### config.mk
export PLATFORM = sky130hd
export DESIGN_NAME = system_reset_sequencer
export DESIGN_NICKNAME = d
export VERILOG_FILES = /design/src/hw/reset_seq_pkg.sv /design/src/hw/system_reset_sequencer.sv
export VERILOG_INCLUDE_DIRS = /design/src /design/src/hw
export SDC_FILE = /design/constraint.sdc
export NUM_CORES = 1
export LEC_CHECK = 0
export ABC_AREA = 0
export BUFFER_PORTS_ARGS = -buffer_cell sky130_fd_sc_hd__clkbuf_2
export CAP_MARGIN = 40
export CORE_MARGIN = 3
export CORE_UTILIZATION = 55
export DETAILED_ROUTE_END_ITERATION = 16
export GPL_TIMING_DRIVEN = 0
export PLACE_DENSITY_LB_ADDON = 0.05
export SETUP_SLACK_MARGIN = 0.2
export SYNTH_ARGS = -nofsm -noshare
export SYNTH_HDL_FRONTEND = slang
export SYNTH_SLANG_ARGS = --single-unit
### constraint.sdc
create_clock -name clock -period 5.1 [get_ports clock]
set_input_delay 1.02 -clock clock [delete_from_list [all_inputs] [get_ports clock]]
set_output_delay 1.02 -clock clock [all_outputs]
set_load 0.02 [all_outputs]
### src/hw/reset_seq_consts.svh
// Timing constants for the system reset sequencer
`ifndef RESET_SEQ_CONSTS_SVH
`define RESET_SEQ_CONSTS_SVH
`define RST_HOLD_CYCLES   8'h80
`define COPRO_HIGH_CYCLES 8'h80
`define COPRO_LOW_CYCLES  8'h80
`endif

### src/hw/reset_seq_pkg.sv
// Types shared by the system reset sequencer
package reset_seq_pkg;
    typedef enum logic [1:0] {
        COP_IDLE,
        COP_HIGH,
        COP_LOW,
        COP_DONE
    } copro_state_t;

    typedef struct packed {
        logic cpu_reset;
        logic system_reset;
        logic copro_reset;
    } reset_outs_t;
endpackage

### src/hw/system_reset_sequencer.sv
// System reset sequencer: CPU, system and coprocessor reset plus hold-ack gating
`timescale 1ns/1ps
`include "reset_seq_consts.svh"

module system_reset_sequencer (
    input  wire logic clock,
    input  wire logic nrst,
    input  wire logic power_good_in_n,
    input  wire logic warm_reset_req_n,
    input  wire logic shutdown_cycle,
    input  wire logic sys_port_reset_wr,
    input  wire logic io_cmd_active,
    input  wire logic copro_port_wr,
    input  wire logic cpu_hold_ack_in,
    input  wire logic dma_cycle_active,
    output logic      cpu_reset_out,
    output logic      system_reset_out,
    output logic      copro_reset_out,
    output logic      copro_port_ready,
    output logic      dma_hold_ack_out
);
    // Pin synchronisers: first stage read only by second
    logic [2:0] sync1;
    logic [2:0] sync2;
    always_ff @(posedge clock or negedge nrst) begin
        if (!nrst) begin
            sync1 <= 3'h7;
            sync2 <= 3'h7;
        end else begin
            sync1 <= {power_good_in_n, warm_reset_req_n, cpu_hold_ack_in ? 1'h0 : 1'h1};
            sync2 <= sync1;
        end
    end
    logic pwr_active;
    logic warm_active;
    logic hold_ack_seen;
    assign pwr_active    = !sync2[2];
    assign warm_active   = !sync2[1];
    assign hold_ack_seen = !sync2[0];

    // Power-on stretch counter
    logic [7:0] pwr_cnt;
    logic       pwr_hold;
    always_ff @(posedge clock or negedge nrst) begin
        if (!nrst) begin
            pwr_cnt <= `RST_HOLD_CYCLES;
        end else if (pwr_active) begin
            pwr_cnt <= `RST_HOLD_CYCLES;
        end else if (pwr_cnt != 8'h00) begin
            pwr_cnt <= pwr_cnt - 8'h01;
        end
    end
    assign pwr_hold = pwr_active || (pwr_cnt != 8'h00);

    // Port 92H write armed until the command strobe and the DMA cycle have both dropped
    logic port_armed;
    logic port_req;
    always_ff @(posedge clock or negedge nrst) begin
        if (!nrst) begin
            port_armed <= 1'h0;
        end else if (sys_port_reset_wr) begin
            port_armed <= 1'h1;
        end else if (port_armed && !io_cmd_active && !dma_cycle_active) begin
            port_armed <= 1'h0;
        end
    end
    assign port_req = port_armed && !io_cmd_active;

    // Warm and port resets defer behind a running DMA cycle, but a reset that
    // collides with a fresh hold ack wins since the DMA has not started yet
    logic soft_req;
    assign soft_req = (warm_active || port_req) && !dma_cycle_active;

    logic next_cpu_reset;
    assign next_cpu_reset = pwr_hold || soft_req || shutdown_cycle;

    always_ff @(posedge clock or negedge nrst) begin
        if (!nrst) begin
            cpu_reset_out    <= 1'h1;
            system_reset_out <= 1'h1;
        end else begin
            cpu_reset_out    <= next_cpu_reset;
            system_reset_out <= pwr_hold;
        end
    end

    // Hold ack blocked from reset request until reset has completed
    logic hold_block;
    always_ff @(posedge clock or negedge nrst) begin
        if (!nrst) begin
            hold_block       <= 1'h1;
            dma_hold_ack_out <= 1'h0;
        end else begin
            hold_block       <= next_cpu_reset || (hold_block && cpu_reset_out);
            dma_hold_ack_out <= hold_ack_seen && !next_cpu_reset && !hold_block
                                && !cpu_reset_out;
        end
    end

    // Coprocessor reset pulse sequence
    // Writes during a running sequence are ignored, not queued
    reset_seq_pkg::copro_state_t cop_state;
    logic [7:0]                  cop_cnt;
    always_ff @(posedge clock or negedge nrst) begin
        if (!nrst) begin
            cop_state <= reset_seq_pkg::COP_IDLE;
            cop_cnt   <= 8'h00;
        end else begin
            unique case (cop_state)
                reset_seq_pkg::COP_IDLE: begin
                    if (copro_port_wr) begin
                        cop_state <= reset_seq_pkg::COP_HIGH;
                        cop_cnt   <= `COPRO_HIGH_CYCLES - 8'h01;
                    end
                end
                reset_seq_pkg::COP_HIGH: begin
                    if (cop_cnt == 8'h00) begin
                        cop_state <= reset_seq_pkg::COP_LOW;
                        cop_cnt   <= `COPRO_LOW_CYCLES - 8'h01;
                    end else begin
                        cop_cnt <= cop_cnt - 8'h01;
                    end
                end
                reset_seq_pkg::COP_LOW: begin
                    if (cop_cnt == 8'h00) begin
                        cop_state <= reset_seq_pkg::COP_DONE;
                    end else begin
                        cop_cnt <= cop_cnt - 8'h01;
                    end
                end
                reset_seq_pkg::COP_DONE: begin
                    cop_state <= reset_seq_pkg::COP_IDLE;
                end
            endcase
        end
    end

    // Outputs registered: high phase is the state one cycle early
    always_ff @(posedge clock or negedge nrst) begin
        if (!nrst) begin
            copro_reset_out  <= 1'h1;
            copro_port_ready <= 1'h0;
        end else begin
            copro_reset_out  <= next_cpu_reset
                || (cop_state == reset_seq_pkg::COP_IDLE && copro_port_wr)
                || (cop_state == reset_seq_pkg::COP_HIGH && cop_cnt != 8'h00);
            copro_port_ready <= (cop_state == reset_seq_pkg::COP_LOW && cop_cnt == 8'h00);
        end
    end

    a_sysrst_follows_pwr: assert property (
        @(posedge clock) disable iff (!nrst) pwr_active |=> (cpu_reset_out && system_reset_out))
        else $error("power good did not assert both resets");
    a_warm_no_sysrst: assert property (
        @(posedge clock) disable iff (!nrst) (warm_active && !pwr_hold) |=> !system_reset_out)
        else $error("warm reset touched system reset");
    a_shutdown_resets: assert property (
        @(posedge clock) disable iff (!nrst) shutdown_cycle |=> cpu_reset_out)
        else $error("shutdown did not reset cpu");
    a_port_after_cmd: assert property (
        @(posedge clock) disable iff (!nrst)
        (port_armed && io_cmd_active && !pwr_hold && !warm_active && !shutdown_cycle)
        |=> !cpu_reset_out)
        else $error("port reset before command ended");
    a_pwr_stretch: assert property (
        @(posedge clock) disable iff (!nrst) $fell(pwr_active) |-> pwr_cnt == `RST_HOLD_CYCLES)
        else $error("stretch counter not loaded");
    a_stretch_holds: assert property (
        @(posedge clock) disable iff (!nrst) (pwr_cnt != 8'h00) |=> system_reset_out)
        else $error("system reset released early");
    a_copro_tracks_cpu: assert property (
        @(posedge clock) disable iff (!nrst) cpu_reset_out |-> copro_reset_out)
        else $error("coprocessor reset missing");
    a_copro_low_phase: assert property (
        @(posedge clock) disable iff (!nrst)
        (cop_state == reset_seq_pkg::COP_LOW && !cpu_reset_out) |-> !copro_reset_out)
        else $error("coprocessor low phase broken");
    a_hold_blocked: assert property (
        @(posedge clock) disable iff (!nrst) cpu_reset_out |-> !dma_hold_ack_out)
        else $error("hold ack forwarded during reset");
    a_dma_defers: assert property (
        @(posedge clock) disable iff (!nrst)
        (dma_cycle_active && !pwr_hold && !shutdown_cycle) |=> !cpu_reset_out)
        else $error("reset during dma cycle");
    a_hold_pass: assert property (
        @(posedge clock) disable iff (!nrst)
        (hold_ack_seen && !next_cpu_reset && !hold_block && !cpu_reset_out) |=> dma_hold_ack_out)
        else $error("hold ack not passed");

    // Output timing checks; the sequence length is two fixed 128-cycle phases
    // plus the registered ready, so it must track the constants above
    a_cpu_rst_sync: assert property (
        @(posedge clock) disable iff (!nrst) next_cpu_reset |=> cpu_reset_out)
        else $error("cpu reset not registered on the clock");
    a_cpu_rst_release: assert property (
        @(posedge clock) disable iff (!nrst) !next_cpu_reset |=> !cpu_reset_out)
        else $error("cpu reset held without a cause");
    a_sysrst_pwr_only: assert property (
        @(posedge clock) disable iff (!nrst) !pwr_hold |=> !system_reset_out)
        else $error("system reset without power good cause");
    a_port_fires: assert property (
        @(posedge clock) disable iff (!nrst)
        (port_armed && !io_cmd_active && !dma_cycle_active) |=> cpu_reset_out)
        else $error("port reset not issued after command");
    a_copro_seq_len: assert property (
        @(posedge clock) disable iff (!nrst)
        (cop_state == reset_seq_pkg::COP_IDLE && copro_port_wr) |-> ##257 copro_port_ready)
        else $error("coprocessor sequence length wrong");
    a_ready_one_cycle: assert property (
        @(posedge clock) disable iff (!nrst) copro_port_ready |=> !copro_port_ready)
        else $error("ready pulse too long");
endmodule

# ---- After elaboration in Yosys (flattened, before gate mapping)
# Index checks and enable logic that the tools add are counted.
dict set report op_classes {
  add_sub_neg 2
  n_mul 0
  n_div 0
  order_cmp 0
  n_eq_ne 8
  n_shift 0
  muxes 13
  bitwise 0
  n_reduce_logical 33
}
# op count
set ops {}
lappend ops {{8-bit two-way mux} 5}
lappend ops {{8-bit one-hot mux with 3 select lines} 1}
lappend ops {{8-bit nonzero test} 2}
lappend ops {{8-bit by 1-bit subtractor with 8-bit output, second input constant} 2}
lappend ops {{1-bit logical AND} 10}
lappend ops {{1-bit zero test} 8}
lappend ops {{8-bit zero test} 1}
lappend ops {{2-bit inequality test, second input constant} 4}
lappend ops {{2-bit one-hot mux with 4 select lines} 1}
lappend ops {{1-bit logical OR} 7}
lappend ops {{2-bit two-way mux} 3}
lappend ops {{3-bit AND reduction} 2}
lappend ops {{2-bit equality test, second input constant} 2}
lappend ops {{1-bit two-way mux} 3}
lappend ops {{3-bit nonzero test} 1}
lappend ops {{2-bit by 1-bit equality test with 1-bit output, second input constant} 1}
lappend ops {{2-bit zero test} 1}
lappend ops {{2-bit by 1-bit inequality test with 1-bit output, second input constant} 1}
lappend ops {{2-bit nonzero test} 1}
dict set report totals {
  regBits 31
  latchBits 0
  mem_bits_rw 0
  mem_bits_ro 0
  out_inout_bits 5
  wordCells 68
  mem_count 0
}

# ---- Depth between registers and ports, before layout
# Gate-level depths: netlist (run 1).
dict set report depth {
  depth_word 10
  mapped_depth 7
  depth_no_buf 7
}

# ---- Worst setup path after synthesis (run 1)
# OpenSTA, ideal clock, no wires.
dict set report synth_timing {
  path_type {input to register}
  startpoint {input copro_port_wr}
  endpoint {register cop_cnt[0]}
  setup_ps 119
  t_arrival_ps 1908
  slack_ps 3073
  path_stages 5
  n_path_buf 1
  path_cell_list {nor2b_1 -> a211oi_1 -> buf_2 -> o211ai_1 -> o21a_1}
}
dict set report synth_via {
  elab_chain_cells 2
}
# element line_no
set synth_rtl {}
lappend synth_rtl {{from (decl)} system_reset_sequencer.sv:13} ;# input wire logic copro_port_wr,
lappend synth_rtl {{2-bit inequality test (no source line)} n/a}
lappend synth_rtl {{3-bit AND reduction (no source line)} n/a}
lappend synth_rtl {{to (signal assigned)} system_reset_sequencer.sv:113} ;# cop_cnt <= `COPRO_HIGH_CYCLES - 8'h01;
lappend synth_rtl {{to (signal assigned)} system_reset_sequencer.sv:119} ;# cop_cnt <= `COPRO_LOW_CYCLES - 8'h01;
lappend synth_rtl {{to (signal assigned)} system_reset_sequencer.sv:121} ;# cop_cnt <= cop_cnt - 8'h01;
lappend synth_rtl {{to (decl)} system_reset_sequencer.sv:103} ;# logic [7:0] cop_cnt;
# Every way passes these cells.
# A chain may end at the register's enable or synchronous reset.

# ---- Worst setup path in the final report (run 1)
dict set report layout_timing {
  startpoint {register cop_state[0]}
  endpoint {register cop_cnt[1]}
}
dict set report layout_via {
  elab_chain_cells 3
  elab_cells_between_ends 8
}
# element line_no
set layout_rtl {}
lappend layout_rtl {{from (decl)} system_reset_sequencer.sv:102} ;# reset_seq_pkg::copro_state_t cop_state;
lappend layout_rtl {{from (signal assigned)} system_reset_sequencer.sv:106} ;# cop_state <= reset_seq_pkg::COP_IDLE;
lappend layout_rtl {{from (signal assigned)} system_reset_sequencer.sv:112} ;# cop_state <= reset_seq_pkg::COP_HIGH;
lappend layout_rtl {{from (signal assigned)} system_reset_sequencer.sv:118} ;# cop_state <= reset_seq_pkg::COP_LOW;
lappend layout_rtl {{2-bit equality test, or another cell as far along} system_reset_sequencer.sv:109} ;# unique case (cop_state)
lappend layout_rtl {{2-bit inequality test (no source line) or 3-bit nonzero test (tied branches)} n/a}
lappend layout_rtl {{3-bit AND reduction (no source line)} n/a}
# Several ways; a longest one is shown, not always the timed one.

==> run_results.csv, run 1 <==
group,metric,value,unit
outcome,status,"completed",
worst_setup_path,path_cells,"inv_1 > ha_1 > nor4bb_1 > a211oi_1 > buf_2 > o211ai_1 > o21a_1",
detailed_routing,routed_wl,2611,um
worst_setup_path,critPathArrivalTime,2.41,ns
floorplanning,die_h,59.05,um
layout,fin_nets,177,
cts,post_cts_resized,0,
sta,max_freq,458.4,MHz
floorplanning,rows,18,
cts,clock-sinks,31,
detailed_routing,drc,0,
layout,num_antenna_cells,0,
detailed_routing,vias_per_cell,5.813,
floorplanning,dieArea,0.003486,sq mm
floorplanning,start_util,0.6028,
sta,drv_slew,0,
grt,grt_start_max_net_pins,32,
cts,insertion_delay,0.33,ns
detailed_routing,wire_per_inst,13.60,um
cts,cts_buffer_depth,2,
detailed_routing,final_antenna_net_count,0,
yosys,synth_adder_area_share,0.04850,
worst_setup_path,crit_fanout,10,
sta,rsz0062_at_grt,"no",
power,power.density,369.9,mW/mm^2
grt,grt-ovfl-total,0,
sta,hold_viol,0,
cts,tritoncts,"yes",
layout,final_common_cell,"dfrtp_1",
power,peakVddDrop,296.9,uV
detailed_routing,first_pass_iters,4,
place,place_congestion,0.8369,
floorplanning,dieWidth,59.05,um
power,p_total,0.6443,mW
cts,hold_buffers,0,
yosys,synthCells,140,
detailed_routing,dr.first_iter.drc_count,54,
worst_setup_path,end_kind,"register",
sta,tns,0,ns
yosys,synth_area,0.001548,sq mm
place,place_hpwl,1922,um
yosys,yosysTopAreaCellShare,0.3234,
layout,layout_common_cells,"dfrtp_1 (20), clkbuf_2 (14), dfstp_2 (11), o21ai_0 (10), inv_1 (9)",
yosys,synth_cell_types,47,
cts,clkTransAtPathRegs,0.10,ns
yosys,synth_sequential_area_ratio,0.5101,
floorplanning,ioPinCount,15,
sta,whs,0.3600,ns
layout,area_growth_syn_to_layout,12.53,%
yosys,synth.area.top_cells,"dfrtp_1 (32%), dfstp_2 (19%), ha_1 (4.9%)",
sta,final-setup-viol-count,0,
yosys,ys_dominant_reg_cell,"dfrtp_1",
yosys,synth_edf_count,0,
sta,timing.slew.headroom,0.5116,
yosys,synth-seq-cells,31,
yosys,synth_compound_area_frac,0.1665,
layout,drive_gt1_frac,0.2716,
yosys,synth_nets,156,
grt,grt_pass1_vias,1114,
cts,postCtsSetupBuffers,0,
sta,skew,0.006568,ns
worst_setup_path,cpMaxStageDelayCell,"a211oi_1",
worst_setup_path,slowest_delay,0.57,ns
cts,cts_htree_levels,2,
sta,fin_crit,2.181,ns
yosys,yosys.area_share.simple,0.2053,
cts,cts-buffers-inserted,5,
yosys,yosys_warnings,0,
grt,grt_pass1_wl,4836,um
yosys,avgSynthCellArea,11.06,sq um
yosys,synth_top_family_by_area,"simple AND/OR/NAND/NOR gates",
detailed_routing,via_count,1116,
yosys,synth_mux_area_frac,0.02021,
yosys,synth_top_area_cell,"dfrtp_1",
hold_path,hp-class,"reg -> reg",
place,io_buffers,14,
power,p_leak,0.7846,nW
grt,grt_usage,0.1848,
sta,worst_pin_slew,0.7326,ns
cts,cts-root-buf,"clkbuf_4",
grt,antenna_found_initial,0,
worst_setup_path,worstSetupStartpointType,"register",
sta,final.period_utilization,0.4277,
run,maxCapViolCount,0,
floorplanning,core_area,0.002567,sq mm
yosys,async_flop_share,1.000,
worst_setup_path,required,5.33,ns
worst_setup_path,critPathKind,"reg -> reg",
yosys,synthXorXnorAreaFrac,0.01698,
## area by class of cell
type / count / area [sq um]
Clock buffer: 6 / 51.30
Buffer: 3 / 16.27
Sequential cell: 31 / 789.5
Timing Repair Buffer: 14 / 70.07
Clock inverter: 2 / 35.03
Multi-Input combinational cell: 97 / 708.2
Inverter: 9 / 33.78
Tap cell: 30 / 37.54
Fill cell: 214 / 825.8
## logic make-up (layout without fill, tap and decap cells)
family,after synthesis,count (layout)
adders and majority gates,6,6
AOI/OAI and AO/OA,34,34
muxes,3,3
and+or+nand+nor,51,51
DFF,31,31
buffers and inverters,12,34
xor gates and xnor gates,3,3
## worst max-delay path, delay by kind of cell (launching register included)
family          cells  cell delay [ns]
buf+inv             2             0.41
simple gates        1             0.19
compound gates      3             0.83
fa+ha+maj           1             0.27
flops               1             0.38
## power breakdown
| group | internal, mW | total [mW] | switching [mW] | leakage, nW |
|---|---|---|---|---|
| combinational | 0.0651 | 0.140 | 0.0753 | 0.371 |
| clock | 0.116 | 0.200 | 0.0839 | 0.0482 |
| sequential | 0.279 | 0.304 | 0.0255 | 0.365 |
| total | 0.460 | 0.644 | 0.185 | 0.785 |
## metrics by stage
step | util | setup WS [ns] | instance area, sq um | std cells
after floorplan | - | 3.073 | 1548 | 140
after global placement | 0.6447 | 2.717 | 1655 | 184
after detailed placement | 0.6447 | 2.662 | 1655 | 184
after CTS | 0.6784 | 2.921 | 1742 | 192
after global routing | 0.6784 | 2.776 | 1742 | 192
final | 0.6784 | 2.919 | 1742 | 192
## sequential cells by signal, indices dropped and copies added (netlist names)
register          cells
cpu_reset_out         1
dma_hold_ack_out      1
port_armed            1
sync1                 3
hold_block            1
system_reset_out      1
copro_reset_out       1
sync2                 3
cop_cnt               8
pwr_cnt               8
copro_port_ready      1
cop_state             2
## cell usage after synthesis (2+ instances only)
library cell,count
dfrtp_1,20
dfstp_2,11
o21ai_0,10
inv_1,9
nand2_1,8
nor2_1,8
ha_1,6
a22o_1,5
and2_1,5
nand2b_1,5
nor2b_1,4
a31oi_1,3
nand4_1,3
mux2i_1,2
nand3_1,2
nand3b_1,2
nor3_1,2
nor4_1,2
o211ai_1,2
o21a_1,2
o41ai_1,2
xor2_1,2
## worst paths after layout
path / start / to / slack, ns / cells after the start
worst min-delay path: sync1[2]$_DFF_PN1_ / sync2[2]$_DFF_PN1_ / 0.36 / 0
worst max register to register: cop_state[0]$_DFFE_PN0P_ / cop_cnt[1]$_DFFE_PN0P_ / 2.92 / 7
max in group asynchronous: nrst / pwr_cnt[6]$_DFFE_PN0P_ / 3.90 / 1
worst max-delay path: cop_state[0]$_DFFE_PN0P_ / cop_cnt[1]$_DFFE_PN0P_ / 2.92 / 7
min in group asynchronous: nrst / pwr_cnt[3]$_DFFE_PN0P_ / 0.73 / 1
worst min register to register: sync1[2]$_DFF_PN1_ / sync2[2]$_DFF_PN1_ / 0.36 / 0
## routing by layer
metal | part of all wire | GRT usage | vias to the layer above
li1 | - | - | 544
met5 | 0 | 0 | -
met4 | 0.014 | 0.06149 | 0
met3 | 0.063 | 0.06100 | 4
met1 | 0.46 | 0.2437 | 536
met2 | 0.47 | 0.2871 | 32
Note: power is estimated with default switching activity, not from simulation.
==> inputs of run 2 (changes only) <==
- clock period: 5.1 -> 2.2 ns (I/O delays scaled with it)
==> run_results.csv, run 2 (synthesis gave the netlist of run 1 again) <==
group,metric,value,unit
sta,tns,0,ns
cts,cts_htree_levels,2,
worst_setup_path,reg2regPathDepth,4,
sta,final.period_utilization,0.8760,
floorplanning,dieArea,0.003486,sq mm
layout,num_antenna_cells,0,
outcome,status,"completed",
worst_setup_path,crit_fanout,6,
cts,clock-sinks,31,
layout,final_cell_count_no_fill,192,
sta,rsz0062_at_grt,"yes",
layout,final_common_cell,"dfrtp_1",
hold_path,hp-class,"in -> async",
sta,skew,0.009009,ns
worst_setup_path,slowest_delay,0.56,ns
cts,insertion_delay,0.33,ns
cts,clkTransAtPathRegs,0.10,ns
place,place_hpwl,1922,um
floorplanning,core_area,0.002567,sq mm
sta,drv_slew,0,
floorplanning,die_h,59.05,um
layout,layout_common_cells,"dfrtp_1 (19), clkbuf_2 (14), dfstp_2 (11), o21ai_0 (10), inv_1 (9)",
detailed_routing,vias_per_cell,5.891,
floorplanning,ioPinCount,15,
cts,cts-root-buf,"clkbuf_4",
sta,worst_pin_slew,0.7230,ns
detailed_routing,drc,0,
cts,tritoncts,"yes",
power,peakVddDrop,657.9,uV
place,place_inst,184,
worst_setup_path,path_cells,"or4_4 > o32a_4 > nor2_4 > mux2_1",
grt,grt_usage,0.1880,
power,power.density,845.8,mW/mm^2
cts,cts-buffers-inserted,5,
power,p_leak,0.7977,nW
floorplanning,dieWidth,59.05,um
worst_setup_path,critPathKind,"reg -> reg",
worst_setup_path,end_kind,"register",
worst_setup_path,worstSetupStartpointType,"register",
sta,timing.slew.headroom,0.5180,
detailed_routing,routed_wl,2717,um
worst_setup_path,critPathArrivalTime,2.15,ns
cts,cts_buffer_depth,2,
worst_setup_path,cpMaxStageDelayCell,"or4_4",
grt,grt_pass1_wl,4912,um
power,p_total,1.519,mW
sta,fin_crit,1.927,ns
place,place_congestion,0.8369,
sta,max_freq,518.9,MHz
grt,grt_pass1_vias,1144,
cts,postCtsSetupBuffers,0,
detailed_routing,final_antenna_net_count,0,
layout,fin_nets,177,
detailed_routing,dr.first_iter.drc_count,30,
layout,post-route-util,0.6993,
layout,drive_gt1_frac,0.3025,
layout,top_regs,"cop_cnt (8), pwr_cnt (8)",
detailed_routing,first_pass_iters,4,
sta,hold_viol,0,
floorplanning,start_util,0.6028,
grt,antenna_found_initial,0,
worst_setup_path,required,2.42,ns
place,io_buffers,14,
run,maxCapViolCount,0,
sta,final-setup-viol-count,0,
floorplanning,rows,18,
grt,grt_start_max_net_pins,32,
grt,grt-ovfl-total,0,
layout,area_growth_syn_to_layout,16.01,%
detailed_routing,wire_per_inst,14.15,um
detailed_routing,via_count,1131,
run 2: per-stage QoR:
step	worst slack (ns)	hold WS [ns]	area, sq um
finish	0.2727	0.1446	1795
CTS	0.2295	0.1652	1755
floorplan	0.3694	0.1444	1548
global placement	0.1321	0.3463	1655
detailed placement	0.06993	0.3491	1655
global route	0.1682	0.1661	1795
run 2: critical path: cells and delay by family, from the launching register on:
| family | cells | cell delay, ns |
|---|---|---|
| compound gates | 1 | 0.40 |
| mux | 1 | 0.32 |
| simple gates | 2 | 0.66 |
| flops | 1 | 0.45 |
run 2: power breakdown:
part / leakage, nW / switching (mW) / internal (mW)
combinational: 0.385 / 0.186 / 0.157
sequential: 0.365 / 0.0606 / 0.646
clock: 0.0482 / 0.200 / 0.268
run 2: cell type report:
type	count	area [sq um]
plain buffers	3	16.27
clock buffers	6	51.30
clock inverters	2	35.03
fillers	203	772.0
inverters	9	33.78
multi-input cells	97	760.7
flip-flops and latches	31	790.8
well taps	30	37.54
repair buffers	14	70.07
run 2: timing repair:
action                                  in CTS  in global routing
endpoints found under the setup margin       9                  9
hold buffers                                 0                  0
pin swaps                                    0                  1
resized for setup                            3                  6
run 2: metal layers:
layer | part of all wire | track usage | vias up
li1 | - | - | 545
met3 | 0.068 | 0.06100 | 8
met4 | 0.022 | 0.07120 | 0
met1 | 0.44 | 0.2479 | 539
met2 | 0.47 | 0.2886 | 39
met5 | 0 | 0 | -
run 2: path summary, 6_finish.rpt:
path                                   startpoint                       end  slack, ns
setup / recovery           cop_cnt[4]$_DFFE_PN0P_  cop_state[1]$_DFFE_PN0P_       0.27
hold / removal                               nrst    pwr_cnt[3]$_DFFE_PN0P_       0.14
setup reg to reg           cop_cnt[4]$_DFFE_PN0P_  cop_state[1]$_DFFE_PN0P_       0.27
hold reg to reg                sync1[2]$_DFF_PN1_        sync2[2]$_DFF_PN1_       0.36
max in group asynchronous                    nrst    cop_cnt[4]$_DFFE_PN0P_       1.55
min in group clock                power_good_in_n        sync1[2]$_DFF_PN1_       0.18
